## config.mk

```make
export PLATFORM = sky130hd
export DESIGN_NAME = ipr_top
export DESIGN_NICKNAME = d
export VERILOG_FILES = /design/src/ipr_pkg.sv /design/src/ipr_phy_if.sv /design/src/ipr_phy_mem.sv /design/src/ipr_top.sv
export SDC_FILE = /design/constraint.sdc
export NUM_CORES = 2
export LEC_CHECK = 0
export BUFFER_PORTS_ARGS = -buffer_cell sky130_fd_sc_hd__buf_2
export CELL_PAD_IN_SITES_DETAIL_PLACEMENT = 1
export CELL_PAD_IN_SITES_GLOBAL_PLACEMENT = 2
export CORE_MARGIN = 2
export CORE_UTILIZATION = 45
export CTS_BUF_LIST = sky130_fd_sc_hd__clkbuf_4
export DETAILED_ROUTE_END_ITERATION = 7
export PLACE_DENSITY = 0.8
export SETUP_SLACK_MARGIN = 0.4
export SLEW_MARGIN = 40
export SYNTH_ARGS = -nofsm -noshare
export SYNTH_HDL_FRONTEND = slang
export SYNTH_SLANG_ARGS = --single-unit
```

## constraint.sdc

```tcl
create_clock -name clk -period 6.7 [get_ports clk]
set_clock_uncertainty 0.1 [all_clocks]
set_input_delay 0.335 -clock clk [delete_from_list [all_inputs] [get_ports clk]]
set_output_delay 0.335 -clock clk [all_outputs]
set_load 0.005 [all_outputs]
```

## src/ipr_pkg.sv

```systemverilog
// Constants, types and helpers for the indirect phy register port
// Behaviour
// - The 30-bit target index selects the phy register behind the data port.
// - Direction select 0 means read, 1 means write of the selected register.
// - Done flag reads 0 while an access runs, 1 when idle.
// - Indices 00h-07h name channel A registers; channel B adds 20h.
// - Receiver-enable sets sit at 10h,13h,16h,19h (B: +20h); others reserved.
// - Package strap moves receiver-enable set 0 to chip-select lines 3 and 2.
// - On writes, done rises only after the phy register really holds the data.
// - Data port is 32-bit read/write, resets to zero, carries selected register.
// - Drive compensation holds termination, strobe and data strength fields.
// - Drive compensation holds clock, addr/cmd, chipsel and clock-enable strengths.
// - Done flag is 1 after reset.
// - Memory clock is driven only once frequency valid is set.
package ipr_pkg;

  // APB byte addresses
  localparam logic [7:0] ADDR_CLK_CFG = 8'h94;
  localparam logic [7:0] ADDR_INDEX   = 8'h98;
  localparam logic [7:0] ADDR_DATA    = 8'h9C;

  // Index/control field positions
  localparam int DONE_BIT   = 31;
  localparam int DIR_BIT    = 30;
  localparam int INDEX_MSB  = 29;
  localparam int FREQ_VALID_BIT = 3;
  localparam int FREQ_MSB   = 2;

  // Reset values
  localparam logic [31:0] DATA_RESET  = 32'h0000_0000;
  localparam logic [29:0] INDEX_RESET = 30'h0000_0000;
  localparam logic        DONE_RESET  = 1'b1;
  localparam logic [2:0]  FREQ_RESET  = 3'h0;

  // Index map
  localparam logic [4:0] IDX_DRV_COMP   = 5'h00;
  localparam logic [4:0] IDX_LAST_TIME  = 5'h07;
  localparam logic [4:0] IDX_RCV_EN0    = 5'h10;
  localparam logic [4:0] IDX_RCV_EN1    = 5'h13;
  localparam logic [4:0] IDX_RCV_EN2    = 5'h16;
  localparam logic [4:0] IDX_RCV_EN3    = 5'h19;
  localparam int         CHAN_B_BIT     = 5;
  localparam int         PHY_ADDR_W     = 6;

  // Drive compensation field positions (each field two bits wide)
  localparam int TERM_SEL_LSB   = 28;
  localparam int STROBE_DRV_LSB = 20;
  localparam int DATA_DRV_LSB   = 16;
  localparam int CLK_DRV_LSB    = 12;
  localparam int ADDR_DRV_LSB   = 8;
  localparam int CS_DRV_LSB     = 4;
  localparam int CKE_DRV_LSB    = 0;

  localparam logic [31:0] DRV_COMP_MASK =
    (32'h3 << TERM_SEL_LSB) | (32'h3 << STROBE_DRV_LSB) | (32'h3 << DATA_DRV_LSB) |
    (32'h3 << CLK_DRV_LSB) | (32'h3 << ADDR_DRV_LSB) | (32'h3 << CS_DRV_LSB) |
    (32'h3 << CKE_DRV_LSB);
  localparam logic [31:0] DRV_COMP_RESET =
    (32'h1 << STROBE_DRV_LSB) | (32'h1 << DATA_DRV_LSB) | (32'h1 << CLK_DRV_LSB) |
    (32'h2 << ADDR_DRV_LSB) | (32'h2 << CS_DRV_LSB) | (32'h2 << CKE_DRV_LSB);

  // Chip-select base of receiver-enable set 0, normal and strapped package
  localparam logic [1:0] RCV_EN0_CS_NORMAL = 2'h0;
  localparam logic [1:0] RCV_EN0_CS_ALT    = 2'h2;

  typedef enum logic [1:0] {TGT_NONE, TGT_DRV_COMP, TGT_PHY} ipr_target_t;
  typedef enum logic [1:0] {ST_IDLE, ST_ISSUE, ST_FINISH} ipr_state_t;

  // Classify a target index; anything outside the map is reserved
  function automatic ipr_target_t ipr_decode(input logic [29:0] idx);
    logic [4:0] low;
    low = idx[4:0];
    if (idx[29:6] != 24'h00_0000)
      return TGT_NONE;
    if (low == IDX_DRV_COMP)
      return TGT_DRV_COMP;
    if (low <= IDX_LAST_TIME)
      return TGT_PHY;
    if (low == IDX_RCV_EN0 || low == IDX_RCV_EN1 || low == IDX_RCV_EN2 || low == IDX_RCV_EN3)
      return TGT_PHY;
    return TGT_NONE;
  endfunction

endpackage

```

## src/ipr_phy_if.sv

```systemverilog
// Request/answer bundle between the port logic and the phy register store
`timescale 1ns/1ps
`default_nettype none
interface ipr_phy_if;
  logic                          req;
  logic                          wr;
  logic [ipr_pkg::PHY_ADDR_W-1:0] addr;
  logic [31:0]                   wdata;
  logic [31:0]                   rdata;

  modport port (output req, output wr, output addr, output wdata, input rdata);
  modport store (input req, input wr, input addr, input wdata, output rdata);
endinterface
`default_nettype wire

```

## src/ipr_phy_mem.sv

```systemverilog
// Phy timing register store, 64 words, registered read data
`timescale 1ns/1ps
`default_nettype none
module ipr_phy_mem (
  // Clock and control
  input  wire logic  clk,
  input  wire logic  ce,
  // Access bundle
  ipr_phy_if.store   bus
);
  logic [31:0] mem [0:(1 << ipr_pkg::PHY_ADDR_W)-1];
  logic [31:0] rdataReg;

  // Contents carry no reset; only the port's index map defines them
  always_ff @(posedge clk) begin
    if (ce && bus.req) begin
      if (bus.wr) begin
        mem[bus.addr] <= bus.wdata;
      end else begin
        rdataReg <= mem[bus.addr];
      end
    end
  end

  assign bus.rdata = rdataReg;
endmodule
`default_nettype wire

```

## src/ipr_top.sv

```systemverilog
// APB slave for the indirect phy register index/data port
`timescale 1ns/1ps
`default_nettype none
module ipr_top (
  // Clock, reset, enable
  input  wire logic        clk,
  input  wire logic        reset,
  input  wire logic        ce,
  // APB slave
  input  wire logic        psel,
  input  wire logic        penable,
  input  wire logic        pwrite,
  input  wire logic [7:0]  paddr,
  input  wire logic [31:0] pwdata,
  input  wire logic [3:0]  pstrb,
  output logic [31:0]      prdata,
  output logic             pready,
  output logic             pslverr,
  // Package strap
  input  wire logic        altPackage,
  // Phy controls
  output logic [31:0]      driveCompA,
  output logic [31:0]      driveCompB,
  output logic             memClkEnable,
  output logic [2:0]       memClkFreqSel,
  output logic [1:0]       rcvEnSet0CsBase,
  output logic             accessBusy
);

  // Register state
  logic [29:0]          targetIndex_reg;
  logic [29:0]          targetIndex_next;
  logic                 directionSelect_reg;
  logic                 directionSelect_next;
  logic                 accessDoneFlag_reg;
  logic                 accessDoneFlag_next;
  logic [31:0]          indirectDataWord_reg;
  logic [31:0]          indirectDataWord_next;
  logic [31:0]          driveCompA_reg;
  logic [31:0]          driveCompA_next;
  logic [31:0]          driveCompB_reg;
  logic [31:0]          driveCompB_next;
  logic                 memoryClockFreqValid_reg;
  logic [2:0]           memClkFreq_reg;
  logic                 strapTaken_reg;
  logic                 altPackage_reg;
  logic [31:0]          prdata_reg;
  logic                 pslverr_reg;
  ipr_pkg::ipr_state_t  state_reg;
  ipr_pkg::ipr_state_t  state_next;

  // Bus decode
  wire logic setupPhase;
  wire logic accessPhase;
  wire logic hitClkCfg;
  wire logic hitIndex;
  wire logic hitData;
  wire logic fullWord;
  wire logic writeIndex;
  wire logic writeData;
  wire logic writeClkCfg;
  wire logic badAccess;
  wire logic idle;

  assign setupPhase  = psel && !penable;
  assign accessPhase = psel && penable && ce;
  assign hitClkCfg   = paddr == ipr_pkg::ADDR_CLK_CFG;
  assign hitIndex    = paddr == ipr_pkg::ADDR_INDEX;
  assign hitData     = paddr == ipr_pkg::ADDR_DATA;
  assign fullWord    = pstrb == 4'hF;
  assign idle        = state_reg == ipr_pkg::ST_IDLE;

  // Index and data writes while an access runs are dropped so the running one stays intact
  assign writeIndex  = accessPhase && pwrite && hitIndex && idle;
  // Partial writes to the data port are refused outright
  assign writeData   = accessPhase && pwrite && hitData && fullWord && idle;
  assign writeClkCfg = accessPhase && pwrite && hitClkCfg;
  assign badAccess   = !(hitClkCfg || hitIndex || hitData) ||
                       (pwrite && hitData && !fullWord);

  // No wait states; a frozen block also holds the bus
  assign pready  = ce;
  assign prdata  = prdata_reg;
  assign pslverr = pslverr_reg;

  // Target decode of the latched index
  ipr_pkg::ipr_target_t target;
  wire logic            chanB;

  assign target = ipr_pkg::ipr_decode(targetIndex_reg);
  assign chanB  = targetIndex_reg[ipr_pkg::CHAN_B_BIT];

  // Phy store
  ipr_phy_if phyBus ();

  ipr_phy_mem i_ipr_phy_mem (
    .clk (clk),
    .ce  (ce),
    .bus (phyBus.store)
  );

  // Store request only in the issue cycle and only for mapped phy slots
  assign phyBus.req   = state_reg == ipr_pkg::ST_ISSUE && target == ipr_pkg::TGT_PHY;
  assign phyBus.wr    = directionSelect_reg;
  assign phyBus.addr  = targetIndex_reg[ipr_pkg::PHY_ADDR_W-1:0];
  assign phyBus.wdata = indirectDataWord_reg;

  // Sequencer: idle, issue to the selected register, finish
  always_comb begin
    state_next = state_reg;
    unique case (state_reg)
      ipr_pkg::ST_IDLE: begin
        if (writeIndex) begin
          state_next = ipr_pkg::ST_ISSUE;
        end
      end
      ipr_pkg::ST_ISSUE: begin
        state_next = ipr_pkg::ST_FINISH;
      end
      ipr_pkg::ST_FINISH: begin
        state_next = ipr_pkg::ST_IDLE;
      end
      default: begin
        state_next = ipr_pkg::ST_IDLE;
      end
    endcase
  end

  // Index, direction and done flag
  always_comb begin
    targetIndex_next     = targetIndex_reg;
    directionSelect_next = directionSelect_reg;
    accessDoneFlag_next  = accessDoneFlag_reg;
    if (writeIndex) begin
      targetIndex_next     = pwdata[ipr_pkg::INDEX_MSB:0];
      directionSelect_next = pwdata[ipr_pkg::DIR_BIT];
      accessDoneFlag_next  = 1'b0;
    end
    // Only reached a cycle after the write landed in the target
    if (state_reg == ipr_pkg::ST_FINISH) begin
      accessDoneFlag_next = 1'b1;
    end
  end

  // Data port: software writes when idle, phy reads land at finish
  always_comb begin
    indirectDataWord_next = indirectDataWord_reg;
    if (writeData) begin
      indirectDataWord_next = pwdata;
    end
    if (state_reg == ipr_pkg::ST_FINISH && !directionSelect_reg) begin
      unique case (target)
        ipr_pkg::TGT_DRV_COMP:
          indirectDataWord_next = chanB ? driveCompB_reg : driveCompA_reg;
        ipr_pkg::TGT_PHY:
          indirectDataWord_next = phyBus.rdata;
        default:
          indirectDataWord_next = 32'h0000_0000; // reserved index reads zero
      endcase
    end
  end

  // Drive compensation, one per channel; reserved bits never stored
  wire logic writeComp;

  assign writeComp = state_reg == ipr_pkg::ST_ISSUE && directionSelect_reg &&
                     target == ipr_pkg::TGT_DRV_COMP;

  always_comb begin
    driveCompA_next = driveCompA_reg;
    driveCompB_next = driveCompB_reg;
    if (writeComp && !chanB) begin
      driveCompA_next = indirectDataWord_reg & ipr_pkg::DRV_COMP_MASK;
    end
    if (writeComp && chanB) begin
      driveCompB_next = indirectDataWord_reg & ipr_pkg::DRV_COMP_MASK;
    end
  end

  // Read mux for the setup-phase capture
  logic [31:0] readMux;

  always_comb begin
    readMux = 32'h0000_0000;
    if (hitIndex) begin
      readMux = {accessDoneFlag_reg, directionSelect_reg, targetIndex_reg};
    end else if (hitData) begin
      readMux = indirectDataWord_reg;
    end else if (hitClkCfg) begin
      readMux[ipr_pkg::FREQ_VALID_BIT] = memoryClockFreqValid_reg;
      readMux[ipr_pkg::FREQ_MSB:0]     = memClkFreq_reg;
    end
  end

  // Sequencer and port registers
  always_ff @(posedge clk) begin
    if (reset) begin
      state_reg           <= ipr_pkg::ST_IDLE;
      targetIndex_reg     <= ipr_pkg::INDEX_RESET;
      directionSelect_reg <= 1'b0;
      accessDoneFlag_reg  <= ipr_pkg::DONE_RESET;
    end else if (ce) begin
      state_reg           <= state_next;
      targetIndex_reg     <= targetIndex_next;
      directionSelect_reg <= directionSelect_next;
      accessDoneFlag_reg  <= accessDoneFlag_next;
    end
  end

  // Data port and compensation registers
  always_ff @(posedge clk) begin
    if (reset) begin
      indirectDataWord_reg <= ipr_pkg::DATA_RESET;
      driveCompA_reg       <= ipr_pkg::DRV_COMP_RESET;
      driveCompB_reg       <= ipr_pkg::DRV_COMP_RESET;
    end else if (ce) begin
      indirectDataWord_reg <= indirectDataWord_next;
      driveCompA_reg       <= driveCompA_next;
      driveCompB_reg       <= driveCompB_next;
    end
  end

  // Clock configuration; the clock stays off until marked valid
  always_ff @(posedge clk) begin
    if (reset) begin
      memoryClockFreqValid_reg <= 1'b0;
      memClkFreq_reg           <= ipr_pkg::FREQ_RESET;
    end else if (writeClkCfg) begin
      memoryClockFreqValid_reg <= pwdata[ipr_pkg::FREQ_VALID_BIT];
      memClkFreq_reg           <= pwdata[ipr_pkg::FREQ_MSB:0];
    end
  end

  // Read data and error captured in setup so the access phase shows flops
  always_ff @(posedge clk) begin
    if (reset) begin
      prdata_reg  <= 32'h0000_0000;
      pslverr_reg <= 1'b0;
    end else if (ce && setupPhase) begin
      prdata_reg  <= pwrite ? 32'h0000_0000 : readMux;
      pslverr_reg <= badAccess;
    end
  end

  // Strap taken once after reset release, never under reset
  always_ff @(posedge clk) begin
    if (reset) begin
      strapTaken_reg <= 1'b0;
      altPackage_reg <= 1'b0;
    end else if (ce && !strapTaken_reg) begin
      strapTaken_reg <= 1'b1;
      altPackage_reg <= altPackage;
    end
  end

  // Outputs
  assign driveCompA      = driveCompA_reg;
  assign driveCompB      = driveCompB_reg;
  assign memClkEnable    = memoryClockFreqValid_reg;
  assign memClkFreqSel   = memClkFreq_reg;
  assign rcvEnSet0CsBase = altPackage_reg ? ipr_pkg::RCV_EN0_CS_ALT
                                          : ipr_pkg::RCV_EN0_CS_NORMAL;
  assign accessBusy      = !accessDoneFlag_reg;

endmodule
`default_nettype wire

```

==> run_results.csv <==
group,metric,value,unit
synthesis,ys_seq_area_share,76.00,%
critical_path,slowest_delay,0.87,ns
detailed_routing,ant_nets,0,
clock_network,path_clk_slew,0.06,ns
grt,grt_antenna_before_repair,15,
synthesis,synth_edf_count,2080,
grt,grt_max_degree,115,
final_layout,layout_common_cells,"edfxtp_1 (2080), conb_1 (1381), clkbuf_4 (896), mux2i_1 (650), a22oi_1 (204)",
synthesis,avgSynthCellArea,18.02,um2
detailed_routing,avgRoutedWirePerCell,23.97,um
grt,grt_overflow,0,
critical_path,arrival,5.64,ns
critical_path,path_buf_inv,2,
final_layout,final_cells,9670,
sta,finalHoldViolCount,0,
run_status,status,"completed",
critical_path,worst_setup_path_start_kind,"flip-flop",
placed_design,port_buffers,118,
die,row_count,160,
critical_path,cp_common_cell,"buf_4",
clock_network,cts_resized,0,
sta,tightest_slew,0.9064,ns
die,die_h,440.4,um
die,dieArea,193900,um2
synthesis,async_reset_ff_share,0,%
clock_network,numCtsBuffers,588,
sta,max_slew_margin,39.39,%
synthesis,synth_ff_type,"edfxtp_1",
final_layout,multi_input_area,24030,um2
sta,period_needed,4.751,ns
sta,holdWs,0.1618,ns
final_layout,drive_gt1_share,20.77,%
final_layout,final_common_cell,"edfxtp_1",
placed_design,place.gp.congestion,0.8030,
synthesis,ys_types,66,
sta,rsz0062_at_grt,"no",
power_and_ir_drop,power.total,27.37,mW
worst_hold_path,hold_path_class,"input port to flip-flop",
synthesis,yosys_warnings,0,
die,initial_core_util,45.20,%
grt,grtUsageTotal,23.94,%
sta,setup_viol,0,
clock_network,cts_tree,"built",
final_layout,layout.nets,6821,
power_and_ir_drop,leakagePower,36.11,nW
clock_network,worstSkewPairLatency,1.39,ns
final_layout,largest_register,"i_ipr_phy_mem.mem",
critical_path,crit_path_max_fanout,19,
critical_path,crit_chain,"buf_4 > or3b_2 > a21o_1 > a31oi_4 > nand4_1 > nor2_4 > buf_4",
clock_network,clock_sinks,2213,
critical_path,crit_slowest_cell,"nor2_4",
die,die_w,440.4,um
sta,setup_tns,0,ns
final_layout,largest_reg_flops,2048,
detailed_routing,drcViolationCount,0,
detailed_routing,drtIter0Drc,4393,
grt,grt_pass1_vias,54060,
critical_path,worst-setup-path-type,"flip-flop to flip-flop",
placed_design,dp.cells,8540,
placed_design,hpwl,134.1,mm
power_and_ir_drop,power_per_cell_area,265.2,nW/um2
detailed_routing,route.vias.total,50830,
synthesis,syn_area,85690,um2
critical_path,cp.required,7.59,ns
power_and_ir_drop,irDropWorstVdd,0.0001936,V
sta,slew_violations,0,
final_layout,areaGrowthSynthToFinish,20.44,%
synthesis,syn_inst,4756,
flow_run,maxCapViolations,0,
final_layout,regArea,65200,um2
detailed_routing,firstDrtPassIters,5,
detailed_routing,vias_per_cell,5.256,
clock_network,cts_setup_buffers,0,
synthesis,ys_ff_latch,2213,
critical_path,critPathCaptureType,"flip-flop",
die,ios,156,
critical_path,crit_family,"simple AND/OR/NAND/NOR gates",
clock_network,clock_path_buffers,4,
sta,period_share,70.92,%
die,core,189600,um2
detailed_routing,totalWireLength,231.8,mm
grt,grt_first_pass_wirelength,341.5,mm
clock_network,root_buffer,"clkbuf_4",
final_layout,fill_cells,18380,
sta,fmax,210.5,MHz
clock_network,ctsHtreeMaxLevel,6,
[cell type report]
type	instances	share of cell area, %
Multi-Input combinational cell	3514	23.28
Timing Repair Buffer	400	3.354
Sequential cell	2213	63.18
Clock inverter	73	0.4025
Clock buffer	896	6.518
Antenna cell	10	0.02425
Inverter	53	0.1928
Tap cell	2511	3.044
[synthesized netlist by cell type (all sizes together) (43+ instances only)]
| library cell | n | area, um2 |
|---|---|---|
| inv | 53 | 198.9 |
| clkbuf | 147 | 551.8 |
| dfxtp | 133 | 2663 |
| nand3 | 90 | 450.4 |
| o22ai | 126 | 788.3 |
| mux4 | 133 | 2995 |
| nand2 | 116 | 435.4 |
| nor2 | 127 | 479.2 |
| mux2i | 650 | 6506 |
| a221oi | 80 | 700.7 |
| mux2 | 43 | 484.2 |
| a21oi | 53 | 265.3 |
| a22oi | 204 | 1531 |
| edfxtp | 2080 | 62460 |
| buf | 209 | 1300 |
| o221ai | 97 | 849.6 |
| nor3 | 49 | 250.2 |
[logic make-up (layout without fill, tap and decap cells)]
| group | after synthesis | count (layout) | synth area share, % |
|---|---|---|---|
| DFF | 2213 | 2213 | 76.00 |
| muxes | 826 | 826 | 11.65 |
| AOI/OAI and AO/OA | 766 | 766 | 6.742 |
| and+or+nand+nor | 541 | 541 | 3.207 |
| buffers and inverters | 409 | 1422 | 2.393 |
| other | 1 | 1391 | 0.004376 |
[path summary, 6_finish.rpt]
kind | from | endpoint | slack, ns | depth (start not counted)
worst max-delay path | targetIndex_reg[4] | i_ipr_phy_mem.mem[1][12] | 1.95 | 7
worst min-delay path | paddr[7] | pslverr | 0.16 | 6
worst max register to register | targetIndex_reg[4] | i_ipr_phy_mem.mem[1][12] | 1.95 | 7
worst min register to register | i_ipr_phy_mem.bus.rdata[26] | indirectDataWord_reg[26] | 0.34 | 1
[what timing repair did]
action                     4_1_cts  5_1_grt
hold endpoints to repair       176        0
setup endpoints to repair        0        0
hold buffers                   150        0
[routing by layer]
metal	vias up	GRT usage (%)	share of wire [%]
met4	4	8.506	2.9
met5	-	0	0.0073
met3	438	5.430	7.2
li1	22360	-	-
met2	1792	39.57	49
met1	26230	31.07	41
[metrics by stage]
step	cell area [um2]	worst slack (ns)	util, %
final	103200	1.949	54.44
after global routing	103200	1.866	54.43
after CTS	103100	2.083	54.41
after detailed placement	94490	2.163	49.84
after global placement	94130	2.032	49.65
after floorplan	90870	1.351	-
[where the power goes]
group          switching (mW)  internal, mW  total (mW)
logic                   0.274         0.135       0.409
clock network            5.39          6.22        11.6
registers              0.0795          15.3        15.4
[worst register-to-register path: cells and delay by family (launching register included)]
kind / cells / cell delay (ns)
compound gates: 2 / 0.77
buf+inv: 2 / 0.79
simple gates: 3 / 2.18
flops: 1 / 0.50
Note: power is estimated with default switching activity, not from simulation.
